`src/verilog/pafs_defs.svh`:
```
// Register offsets, field positions and reset values for the port pin function selector.
`ifndef PAFS_DEFS_SVH
`define PAFS_DEFS_SVH

`define PAFS_OFS_HIGH        12'h000
`define PAFS_OFS_LOW1        12'h004
`define PAFS_OFS_LOW2        12'h008
`define PAFS_OFS_MODE        12'h00c
`define PAFS_OFS_DATA        12'h010
`define PAFS_OFS_DIR         12'h014
`define PAFS_OFS_PIN         12'h018

`define PAFS_HIGH_WMASK      16'h55f5
`define PAFS_LOW1_WMASK      16'h555f
`define PAFS_LOW2_WMASK      16'hfd75
`define PAFS_LOW1_RST_EXT    16'h4000
`define PAFS_LOW1_RST_SC     16'h0000
`define PAFS_HIGH_RST        16'h0000
`define PAFS_LOW2_RST        16'h0000

`define PAFS_B_PIN23         14
`define PAFS_B_PIN22         12
`define PAFS_B_PIN21         10
`define PAFS_B_PIN20         8
`define PAFS_B_PIN19_HI      7
`define PAFS_B_PIN19_LO      6
`define PAFS_B_PIN18_HI      5
`define PAFS_B_PIN18_LO      4
`define PAFS_B_PIN17         2
`define PAFS_B_PIN16         0
`define PAFS_B_PIN15         14
`define PAFS_B_PIN14         12
`define PAFS_B_PIN13         10
`define PAFS_B_PIN12         8
`define PAFS_B_PIN11         6

`endif

```
`src/verilog/pafs_pkg.sv`:
```
// Types shared by the port pin function selector.
package pafs_pkg;
  // Operating mode of the chip, as seen by the pin multiplexer.
  typedef enum logic [1:0] {
    PAFS_MODE_SINGLE   = 2'b00,
    PAFS_MODE_EXTENDED = 2'b01,
    PAFS_MODE_ROMLESS  = 2'b10
  } pafs_mode_t;

  typedef enum logic [1:0] {
    PAFS_SEL2_GPIO = 2'b00,
    PAFS_SEL2_ALT1 = 2'b01,
    PAFS_SEL2_ALT2 = 2'b10,
    PAFS_SEL2_RSVD = 2'b11
  } pafs_sel2_t;
endpackage : pafs_pkg

```
`src/verilog/pafs_top.sv`:
```
// Pin function selection for the upper pins of the general port, with an APB register slave.
//
// The implementer's own choices: the APB register port and the register addresses.
`include "pafs_defs.svh"

// Summary of operation
// - High bit 14 routes top-byte strobe to pin23.
// - High bit 12 routes second-byte strobe to pin22.
// - High bit 10 routes upper column strobe.
// - High bit 8 routes lower column strobe.
// - Bits 7:6 pick gpio, bus ack, dma1 ack.
// - Bits 5:4 pick gpio, bus request, dma0 ack.
// - High bit 2 routes wait input on pin17.
// - High bit 0 routes address hold on pin16.
// - Reserved bits read zero, written zero.
// - Mode overrides: single chip gpio, romless strobes.
// - Bus and dma selections ignored per mode.
// - Low first resets 4000 in extended and romless, 0 in single chip.
// - Low second register resets to zero.
// - Soft resets and standby keep low registers.
// - Low first pins 15-8, second 7-0.
// - Low first bit 14 outputs system clock.
// - Low first bit 12 drives read strobe.
// - Low first bit 10 drives upper write.
// - Low first bit 8 drives lower write.
// - Low first bit 6 selects pin11 function.
// - High register resets zero, kept otherwise.
module pafs_top
  import pafs_pkg::*;
(
  input  wire logic        pclk,
  input  wire logic        presetn,
  input  wire logic        clk_en,
  input  wire logic        psel,
  input  wire logic        penable,
  input  wire logic        pwrite,
  input  wire logic [11:0] paddr,
  input  wire logic [31:0] pwdata,
  input  wire logic [3:0]  pstrb,
  output logic      [31:0] prdata,
  output logic             pready,
  output logic             pslverr,
  input  wire logic [1:0]  op_mode,
  input  wire logic        system_clock_out,
  input  wire logic        top_byte_write_strobe,
  input  wire logic        second_byte_write_strobe,
  input  wire logic        upper_column_strobe,
  input  wire logic        lower_column_strobe,
  input  wire logic        bus_grant_ack,
  input  wire logic        dma1_request_ack,
  input  wire logic        dma0_request_ack,
  input  wire logic        address_hold_out,
  input  wire logic        read_strobe,
  input  wire logic        upper_half_write_strobe,
  input  wire logic        lower_half_write_strobe,
  input  wire logic        chip_select1,
  output logic             bus_request_in,
  output logic             wait_request_in,
  input  wire logic [23:11] pin_in,
  output logic      [23:11] pin_out,
  output logic      [23:11] pin_oe_n
);

  logic [15:0]  high_function_control_ff;
  logic [15:0]  low_first_function_control_ff;
  logic [15:0]  low_second_function_control_ff;
  logic [23:11] data_ff;
  logic [23:11] dir_ff;
  logic [23:11] pin_meta_ff;
  logic [23:11] pin_sync_ff;
  logic [1:0]   mode_meta_ff;
  logic [1:0]   mode_sync_ff;
  logic         low1_init_pending_ff;
  logic [1:0]   low1_init_cnt_ff;
  logic [31:0]  prdata_ff;
  pafs_mode_t   mode;
  pafs_sel2_t   sel19;
  pafs_sel2_t   sel18;
  logic [23:11] alt_en;
  logic [23:11] alt_val;
  logic         wr_acc;
  logic         rd_acc;
  logic         addr_ok;
  logic [31:0]  nxt_rdata;

  // Merge a write into a 16-bit register by byte lane, keeping reserved bits at zero.
  function automatic logic [15:0] merge16(input logic [15:0] cur,
                                          input logic [31:0] wd,
                                          input logic [3:0]  st,
                                          input logic [15:0] wmask);
    logic [15:0] v;
    v = cur;
    if (st[0]) begin
      v[7:0] = wd[7:0];
    end
    if (st[1]) begin
      v[15:8] = wd[15:8];
    end
    return v & wmask;
  endfunction : merge16

  assign wr_acc = clk_en && psel && penable && pwrite;
  assign rd_acc = clk_en && psel && penable && !pwrite;
  assign addr_ok = (paddr == `PAFS_OFS_HIGH) || (paddr == `PAFS_OFS_LOW1) ||
                   (paddr == `PAFS_OFS_LOW2) || (paddr == `PAFS_OFS_MODE) ||
                   (paddr == `PAFS_OFS_DATA) || (paddr == `PAFS_OFS_DIR) ||
                   (paddr == `PAFS_OFS_PIN);

  // Pins and the mode straps come from outside the clock domain, so they are synchronised.
  always_ff @(posedge pclk or negedge presetn) begin
    if (!presetn) begin
      pin_meta_ff  <= '0;
      pin_sync_ff  <= '0;
      mode_meta_ff <= 2'h0;
      mode_sync_ff <= 2'h0;
    end else if (clk_en) begin
      pin_meta_ff  <= pin_in;
      pin_sync_ff  <= pin_meta_ff;
      mode_meta_ff <= op_mode;
      mode_sync_ff <= mode_meta_ff;
    end
  end

  // An unknown mode code is treated as single chip, the safest choice for the pins.
  always_comb begin
    if (mode_sync_ff == 2'b11) begin
      mode = PAFS_MODE_SINGLE;
    end else begin
      mode = pafs_mode_t'(mode_sync_ff);
    end
  end

  // Only power-on reset (presetn) clears the control registers; other resets never reach here.
  // High register reset
  always_ff @(posedge pclk or negedge presetn) begin
    if (!presetn) begin
      high_function_control_ff <= `PAFS_HIGH_RST;
    end else if (wr_acc && paddr == `PAFS_OFS_HIGH) begin
      high_function_control_ff <= merge16(high_function_control_ff, pwdata, pstrb,
                                          `PAFS_HIGH_WMASK);
    end
  end

  // The strap is not known until synchronised, so the extended value is loaded after release.
  // The synchroniser still holds its reset value for two edges, so a count waits them out.
  // Mode dependent init
  always_ff @(posedge pclk or negedge presetn) begin
    if (!presetn) begin
      low_first_function_control_ff <= `PAFS_LOW1_RST_SC;
      low1_init_pending_ff          <= 1'b1;
      low1_init_cnt_ff              <= 2'h0;
    end else if (clk_en) begin
      if (low1_init_pending_ff && low1_init_cnt_ff != 2'h2) begin
        low1_init_cnt_ff <= low1_init_cnt_ff + 2'h1;
      end else if (low1_init_pending_ff) begin
        low1_init_pending_ff <= 1'b0;
        if (mode != PAFS_MODE_SINGLE) begin
          low_first_function_control_ff <= `PAFS_LOW1_RST_EXT;
        end
      end else if (wr_acc && paddr == `PAFS_OFS_LOW1) begin
        low_first_function_control_ff <= merge16(low_first_function_control_ff, pwdata,
                                                 pstrb, `PAFS_LOW1_WMASK);
      end
    end
  end

  always_ff @(posedge pclk or negedge presetn) begin
    if (!presetn) begin
      low_second_function_control_ff <= `PAFS_LOW2_RST;
    end else if (wr_acc && paddr == `PAFS_OFS_LOW2) begin
      low_second_function_control_ff <= merge16(low_second_function_control_ff, pwdata,
                                                pstrb, `PAFS_LOW2_WMASK);
    end
  end

  // General I/O data and direction for the pins handled here.
  always_ff @(posedge pclk or negedge presetn) begin
    if (!presetn) begin
      data_ff <= '0;
      dir_ff  <= '0;
    end else if (wr_acc && paddr == `PAFS_OFS_DATA) begin
      data_ff <= pwdata[23:11];
    end else if (wr_acc && paddr == `PAFS_OFS_DIR) begin
      dir_ff <= pwdata[23:11];
    end
  end

  assign sel19 = pafs_sel2_t'(high_function_control_ff[`PAFS_B_PIN19_HI:`PAFS_B_PIN19_LO]);
  assign sel18 = pafs_sel2_t'(high_function_control_ff[`PAFS_B_PIN18_HI:`PAFS_B_PIN18_LO]);

  // Alternate function selection per pin, then the mode override on top.
  always_comb begin
    alt_en  = '0;
    alt_val = '0;
    alt_en[23]  = high_function_control_ff[`PAFS_B_PIN23];
    alt_val[23] = top_byte_write_strobe;
    alt_en[22]  = high_function_control_ff[`PAFS_B_PIN22];
    alt_val[22] = second_byte_write_strobe;
    alt_en[21]  = high_function_control_ff[`PAFS_B_PIN21];
    alt_val[21] = upper_column_strobe;
    alt_en[20]  = high_function_control_ff[`PAFS_B_PIN20];
    alt_val[20] = lower_column_strobe;
    unique case (sel19)
      PAFS_SEL2_ALT1: begin
        alt_en[19]  = 1'b1;
        alt_val[19] = bus_grant_ack;
      end
      PAFS_SEL2_ALT2: begin
        alt_en[19]  = 1'b1;
        alt_val[19] = dma1_request_ack;
      end
      PAFS_SEL2_GPIO, PAFS_SEL2_RSVD: begin
        alt_en[19] = 1'b0;
      end
    endcase
    alt_en[18]  = (sel18 == PAFS_SEL2_ALT2);
    alt_val[18] = dma0_request_ack;
    alt_en[16]  = high_function_control_ff[`PAFS_B_PIN16];
    alt_val[16] = address_hold_out;
    alt_en[15]  = low_first_function_control_ff[`PAFS_B_PIN15];
    alt_val[15] = system_clock_out;
    alt_en[14]  = low_first_function_control_ff[`PAFS_B_PIN14];
    alt_val[14] = read_strobe;
    alt_en[13]  = low_first_function_control_ff[`PAFS_B_PIN13];
    alt_val[13] = upper_half_write_strobe;
    alt_en[12]  = low_first_function_control_ff[`PAFS_B_PIN12];
    alt_val[12] = lower_half_write_strobe;
    alt_en[11]  = low_first_function_control_ff[`PAFS_B_PIN11];
    alt_val[11] = chip_select1;
    if (mode == PAFS_MODE_SINGLE) begin
      alt_en[23:12] = '0;
      alt_en[11]    = 1'b0;
      alt_en[19:18] = 2'b00;
    end else if (mode == PAFS_MODE_ROMLESS) begin
      alt_en[23] = 1'b1;
      alt_en[22] = 1'b1;
      alt_en[14] = 1'b1;
      alt_en[13] = 1'b1;
      alt_en[12] = 1'b1;
      alt_en[11] = 1'b1;
    end
  end

  always_comb begin
    for (int i = 11; i <= 23; i++) begin
      pin_out[i]  = alt_en[i] ? alt_val[i] : data_ff[i];
      pin_oe_n[i] = !(alt_en[i] || dir_ff[i]);
    end
    // Input-only functions release the pin whatever the direction bit says.
    if (mode != PAFS_MODE_SINGLE && sel18 == PAFS_SEL2_ALT1) begin
      pin_oe_n[18] = 1'b1;
    end
    if (mode != PAFS_MODE_SINGLE && high_function_control_ff[`PAFS_B_PIN17]) begin
      pin_oe_n[17] = 1'b1;
    end
  end

  // Input functions idle high (inactive) when not selected, so the bus logic sees no request.
  // Bus request and wait request inputs
  assign bus_request_in  = (mode != PAFS_MODE_SINGLE && sel18 == PAFS_SEL2_ALT1) ?
                           pin_sync_ff[18] : 1'b1;
  assign wait_request_in = (mode != PAFS_MODE_SINGLE &&
                            high_function_control_ff[`PAFS_B_PIN17]) ? pin_sync_ff[17] : 1'b1;

  // Read mux; reserved bits come back as zero because the masks keep them clear.
  always_comb begin
    nxt_rdata = 32'h0;
    unique case (paddr)
      `PAFS_OFS_HIGH: nxt_rdata[15:0] = high_function_control_ff;
      `PAFS_OFS_LOW1: nxt_rdata[15:0] = low_first_function_control_ff;
      `PAFS_OFS_LOW2: nxt_rdata[15:0] = low_second_function_control_ff;
      `PAFS_OFS_MODE: nxt_rdata[1:0]  = mode;
      `PAFS_OFS_DATA: nxt_rdata[23:11] = data_ff;
      `PAFS_OFS_DIR:  nxt_rdata[23:11] = dir_ff;
      `PAFS_OFS_PIN:  nxt_rdata[23:11] = pin_sync_ff;
      default:        nxt_rdata = 32'h0;
    endcase
  end

  // Read data is registered at the access edge and held until the next read.
  always_ff @(posedge pclk or negedge presetn) begin
    if (!presetn) begin
      prdata_ff <= 32'h0;
    end else if (rd_acc) begin
      prdata_ff <= nxt_rdata;
    end
  end

  assign prdata  = prdata_ff;
  assign pready  = clk_en;
  assign pslverr = psel && penable && !addr_ok;

endmodule : pafs_top

```
`config.mk`:
```
export PLATFORM = sky130hd
export DESIGN_NAME = pafs_top
export DESIGN_NICKNAME = d
export VERILOG_FILES = /design/src/verilog/pafs_pkg.sv /design/src/verilog/pafs_top.sv
export VERILOG_INCLUDE_DIRS = /design/src /design/src/verilog
export SDC_FILE = /design/constraint.sdc
export NUM_CORES = 1
export LEC_CHECK = 0
export BUFFER_PORTS_ARGS = -buffer_cell sky130_fd_sc_hd__buf_2
export CORE_ASPECT_RATIO = 0.7
export CORE_MARGIN = 2
export CORE_UTILIZATION = 48
export DETAILED_ROUTE_END_ITERATION = 10
export GPL_TIMING_DRIVEN = 0
export PLACE_DENSITY = 0.81
export REMOVE_ABC_BUFFERS = 1
export SLEW_MARGIN = 20
export SYNTH_ARGS = -nofsm -noshare
export SYNTH_HDL_FRONTEND = slang
export SYNTH_SLANG_ARGS = --single-unit
```
`constraint.sdc`:
```
create_clock -name pclk -period 1.7 [get_ports pclk]
set_clock_uncertainty 0.1 [all_clocks]
set_input_delay 0.34 -clock pclk [delete_from_list [all_inputs] [get_ports pclk]]
set_output_delay 0.34 -clock pclk [all_outputs]
set_load 0.05 [all_outputs]
```
==> results of run 1 <==
-- where the power goes --
part           internal [mW]  switching, mW  total [mW]
Clock                   2.44           1.23        3.68
Sequential              2.81         0.0517        2.86
Combinational          0.485          0.631        1.12
-- worst reg2reg max path, cell delays in order, from the launching register on --
cell and delay [ns]:
dfrtp_1 0.39, inv_2 0.09, ha_4 0.22, buf_8 0.14, nand4b_1 0.25, buf_6 0.21, nand2_2 0.07, a21oi_2 0.03
a21o_1 0.15
-- routing by layer --
metal | GRT usage [%] | routed length [um]
met1 | 32.5 | 6850
met2 | 42.6 | 7640
met3 | 9.98 | 1270
met4 | 7.26 | 211
met5 | 0 | 13
-- kinds of logic after synthesis --
logic type | synth area share, %
simple gates | 11.3
buf+inv | 5.29
mux | 23.3
compound gates | 7.71
xor+xnor | 0.157
fa+ha+maj | 1.12
flops | 51.1
other cells | 0.0672
-- final timing paths --
path / endpoint / slack (ns) / depth (start not counted)
min in group asynchronous: low_first_function_control_ff[4] / 0.38 / 2
max in group asynchronous: low1_init_pending_ff / 0.43 / 3
worst max register to register: low_first_function_control_ff[2] / -0.06 / 8
worst min-delay path: pin_meta_ff[15] / 0.06 / 2
worst max-delay path: pin_out[11] / -0.76 / 7
worst min register to register: prdata[6] / 0.38 / 2
-- cells in the final DEF (no fill, tap or decap), types with 8 or more instances in the layout --
cell type  count
nor2b_4        9
dfrtp_1      113
mux2_4        27
inv_1          9
clkbuf_16     17
buf_4         17
buf_6         39
buf_8          8
a21oi_1       15
nor2_1        18
conb_1         9
mux2_2        53
mux2i_1       27
nand2_1       32
nand2_2        8
o21ai_0       25
buf_2         90
-- per-stage QoR --
stage               TNS (ns)  std cells
global placement     -249.24        720
detailed placement    -95.31        724
global route          -18.99        789
finish                -16.65        789
CTS                   -14.88        777
floorplan             -21.66        444
-- sequential cells by signal, summed over array words and instances, names as in the netlist --
register                        cells
low1_init_pending_ff                1
pin_meta_ff                        13
dir_ff                             13
mode_meta_ff                        2
pin_sync_ff                        13
low1_init_cnt_ff                    2
data_ff                            13
low_first_function_control_ff      10
low_second_function_control_ff     12
mode_sync_ff                        2
high_function_control_ff           10
prdata                             23
-- final cells by class --
class	instances	area (um2)	area share, %
clock buffer	22	484	6.18
clock inverter	10	130	1.66
inverter	12	45.0	0.575
multi-input combinational	318	2860	36.6
sequential	114	2850	36.4
tap	153	191	2.44
timing repair buffer	160	1260	16.1
-- timing repair --
action                     4_1_cts  5_1_grt
resized for setup              129       63
hold buffers                     1        0
setup buffers                   20       12
setup endpoints to repair      110       59
hold endpoints to repair        55        0
pin swaps                        8       11
==> run_results.csv, run 1 <==
group,metric,value,unit
worst_setup_path,worstPathArrival,2.02,ns
timing,fin_ws,-0.758,ns
synth,synth.most_common_cell,"dfrtp_1",
global_routing,grt_pass1_wl,24400,um
worst_setup_path,crit_required,1.26,ns
die,io_pins,144,
die,die_h,94.2,um
worst_setup_path,crit_fanout,7,
status,violations,"setup timing",
worst_setup_path,worstPathCellList,"inv_2 -> ha_4 -> nor2b_4 -> buf_6 -> a21oi_4 -> mux2_4 -> buf_8",
routing,wl,16000,um
worst_setup_path,crit_type,"flop to output pin",
layout,num-fill-cells,756,
status,status,"complete, but fails checks",
timing,hold_viol_final,0,
routing,first_pass_iters,4,
place,dp_hpwl,9550,um
timing,finalSetupViolations,34,
worst_setup_path,r2r-start,"mode_sync_ff[0]",
run,maxCapViolations,0,
worst_hold_path,hold_start,"pin_in[15]",
routing,viasPerCell,5.57,
timing,fin_crit_sh,145,%
die,core_area,11200,um2
place,io_buffers,123,
timing,relSlewSlack,64.6,%
clock_network,insertion_delay,0.41,ns
synth,syn_avg_cell_area,11.8,um2
routing,antenna_left,0,
synth,synth-seq-cells,114,
timing,max_freq,407,MHz
global_routing,grt_overflow,0,
synth,async_reset_ff_share,100,%
timing,rsz0062_at_grt,"yes",
synth,yosys-top-cells-count,"dfrtp_1, mux2_2, nand2_1",
pwr,power,7.65,mW
die,start_util,50.0,%
synth,ys_types,49,
synth,synth_top_cell_by_area,"dfrtp_1",
timing,fin_crit,2.46,ns
place,globalplace.congestion,0.810,
clock_network,htree_num_levels,4,
pwr,p_per_area,977,nW/um2
routing,drcViolationCount,0,
clock_network,cts.clk_slew.worst_paths,0.06,ns
place,postPlaceCellArea,6250,um2
worst_setup_path,slowest_delay,0.42,ns
worst_setup_path,startpoint_type,"flop",
timing,worstMarginPinSlew,0.530,ns
clock_network,numCtsBuffers,17,
worst_hold_path,min_path_type,"input port to flop",
clock_network,cts.sinks,114,
synth,ys_seq_area_share,51.1,%
routing,vias,4391,
clock_network,clockBufferDepth,2,
pwr,p_leak,3.84,nW
synth,synth-edff-count,0,
global_routing,track_usage,26.0,%
global_routing,antenna_found_initial,2,
die,dieArea,12500,um2
worst_setup_path,slowest_stage,"dfrtp_1",
global_routing,grt_max_degree,60,
timing,finalMaxSlewViolations,0,
layout,antenna_cells,0,
layout,postLayoutCellArea,7830,um2
synth,yosys_warnings,0,
timing,whs,0.0607,ns
worst_setup_path,crit_start,"mode_sync_ff[1]",
layout,synthToLayoutAreaGrowth,40.2,%
worst_setup_path,critical-path-top-delay-family,"flip-flops",
die,fp-row-count,32,
layout,post-route-util,70.1,%
layout,final_nets,710,
worst_setup_path,endpoint_kind,"output pin",
synth,synth_area,5580,um2
layout,drive_above_1_share,53.3,%
pwr,ir_worst_vdd,785,uV
clock_network,tritoncts,"built",
synth,synthTopCellsByArea,"dfrtp_1, mux2_2, mux2i_1",
place,preCtsSetupSlack,-1.35,ns
clock_network,cts_root_buffer,"clkbuf_16",
synth,synth_top_area_share,50.6,%
synth,synth_ff_type,"dfrtp_1",
worst_setup_path,path_buf_inv,3,
die,die_x,133,um
synth,synth_cells,474,
routing,wl_per_cell,20.3,um
routing,drt_iter0_drc,226,
global_routing,grt_pass1_vias,4546,
Power figures use the tool's default switching activity.
==> run 2: changes to the inputs <==
--- a/config.mk
+++ b/config.mk
@@ -7,7 +7,7 @@
 export NUM_CORES = 1
 export LEC_CHECK = 0
 export BUFFER_PORTS_ARGS = -buffer_cell sky130_fd_sc_hd__buf_2
-export CORE_ASPECT_RATIO = 0.7
+export CORE_ASPECT_RATIO = 0.75
 export CORE_MARGIN = 2
 export CORE_UTILIZATION = 48
 export DETAILED_ROUTE_END_ITERATION = 10
==> run_results.csv, run 2 (synthesis results as in run 1) <==
group,metric,value,unit
layout,post-route-util,68.1,%
worst_setup_path,crit_fanout,6,
status,status,"complete, but fails checks",
layout,num-fill-cells,777,
pwr,p_leak,3.83,nW
routing,viasPerCell,5.65,
worst_setup_path,endpoint_kind,"output pin",
timing,finalSetupViolations,36,
place,dp_hpwl,9470,um
place,globalplace.congestion,0.799,
layout,final_nets,710,
run,maxCapViolations,0,
global_routing,grt_overflow,0,
die,io_pins,144,
routing,drcViolationCount,0,
die,die_x,129,um
layout,final_common_cell,"dfrtp_1",
clock_network,clockBufferDepth,2,
pwr,swShare,25.8,%
die,fp-row-count,34,
worst_setup_path,r2r-start,"mode_sync_ff[0]",
routing,wl,16000,um
global_routing,antenna_found_initial,1,
pwr,p_per_area,927,nW/um2
routing,wl_met3,1260,um
die,core_area,11500,um2
timing,hold_viol_final,0,
timing,setup_tns,-16.27,ns
clock_network,insertion_delay,0.41,ns
clock_network,cts.sinks,114,
clock_network,tritoncts,"built",
pwr,p_clk_share,44.7,%
timing,whs,0.0480,ns
timing,fin_ws,-0.697,ns
global_routing,track_usage,25.3,%
pwr,p_seq_share,39.5,%
routing,m1WireLength,6660,um
worst_setup_path,rr_worst_depth,8,
timing,rsz0062_at_grt,"yes",
routing,wl_met2,7810,um
clock_network,cts_root_buffer,"clkbuf_16",
pwr,p_sw,1.87,mW
routing,vias,4398,
global_routing,grt_pass1_wl,24000,um
routing,wl_per_cell,20.5,um
pwr,p_comb_share,15.9,%
timing,fin_crit_sh,141,%
worst_hold_path,min_path_type,"input port to flop",
worst_setup_path,rrSetupSlack,-0.11,ns
worst_setup_path,crit_start,"mode_sync_ff[1]",
timing,max_freq,417,MHz
worst_setup_path,setup.worst_path.end,"pin_out[11]",
routing,drt_iter0_drc,303,
routing,first_pass_iters,6,
place,io_buffers,123,
timing,finalMaxSlewViolations,0,
routing,routed.top_layer,"met4",
worst_setup_path,r2r_end,"low_first_function_control_ff[12]",
die,dieArea,12500,um2
worst_setup_path,crit_required,1.26,ns
layout,largest_reg_flops,23,
pwr,internal_power,5.37,mW
layout,final_cell_mix,"dfrtp_1, buf_2, mux2_2",
worst_setup_path,worstPathArrival,1.96,ns
clock_network,htree_num_levels,4,
worst_setup_path,startpoint_type,"flop",
layout,drive_above_1_share,52.1,%
global_routing,grt_max_degree,68,
status,violations,"setup timing",
layout,synthToLayoutAreaGrowth,40.0,%
worst_hold_path,hold_start,"pwdata[1]",
pwr,ir_worst_vdd,785,uV
routing,antenna_left,0,
die,die_h,97.4,um
die,start_util,48.6,%
worst_setup_path,crit_type,"flop to output pin",
timing,fin_crit,2.40,ns
clock_network,cts.clk_slew.worst_paths,0.05,ns
global_routing,grt_pass1_vias,4627,
clock_network,numCtsBuffers,17,
==> run 2: cell types whose count changed in the layout (fill, tap and decap cells not counted), sizes merged, moves of 2 or more <==
cell      before  now
buf          159  156
bufinv         3    1
clkbuf        22   25
clkinvlp       2    0
==> run 2: timing repair <==
item	4_1_cts	5_1_grt
pin swaps	13	6
hold buffers	1	0
setup buffers	19	12
gates cloned	0	2
endpoints found under the hold margin	46	0
endpoints found under the setup margin	110	79
gates resized for setup	152	51
==> run 2: worst min-delay path by stage <==
stage                                             to  slack, ns  cells after the start
finish              low_first_function_control_ff[1]       0.05                      2
global route                         pin_meta_ff[22]       0.05                      2
CTS                 low_first_function_control_ff[0]       0.05                      2
detailed placement                   pin_meta_ff[23]       0.20                      1
global placement                          prdata[23]       0.36                      2
floorplan                                data_ff[11]      -0.06                      0
==> run 2: metrics by stage <==
step | std cells | instance area, um2 | setup WS, ns | total power [mW]
2_1_floorplan | 444 | 5360 | -0.656 | 3.31
3_3_place_gp | 711 | 6160 | -2.26 | 3.62
3_5_place_dp | 715 | 6240 | -1.39 | 3.66
4_1_cts | 765 | 7500 | -0.661 | 7.15
5_1_grt | 778 | 7820 | -0.732 | 7.47
6_report | 779 | 7820 | -0.697 | 7.24
==> run 2: power by group through the flow <==
| stage | clock (mW) | sequential, mW | combinational, mW |
|---|---|---|---|
| 3_3_place_gp | 0 | 2.89 | 0.724 |
| 4_1_cts | 3.25 | 2.86 | 1.04 |
| 6_report | 3.23 | 2.86 | 1.15 |
| 2_1_floorplan | 0 | 2.88 | 0.427 |
| 3_5_place_dp | 0 | 2.90 | 0.760 |
| 5_1_grt | 3.39 | 2.87 | 1.21 |
==> run 2: layout make-up <==
cell class              count  area, um2  share of cell area [%]
multi-input cells         319       2920                    37.3
flip-flops and latches    114       2850                    36.5
repair buffers            159       1290                    16.5
clock buffers              23        468                    5.99
well taps                 144        180                    2.30
clock inverters             7       60.1                   0.768
inverters                  12       45.0                   0.576
diodes                      1       2.50                  0.0320
==> run 2: layer usage <==
| layer | up-vias | GRT usage (%) |
|---|---|---|
| met5 | - | 0 |
| met3 | 27 | 8.15 |
| met1 | 2213 | 32.2 |
| met4 | 0 | 7.94 |
| met2 | 208 | 41.2 |
| li1 | 1950 | - |
==> run 2: worst max-delay path: stages (launching register included) <==
cell and delay [ns]:
dfrtp_1 0.42, inv_2 0.10, ha_4 0.17, nor2b_4 0.05, buf_12 0.14, a21oi_4 0.18, mux2_4 0.32, buf_6 0.15
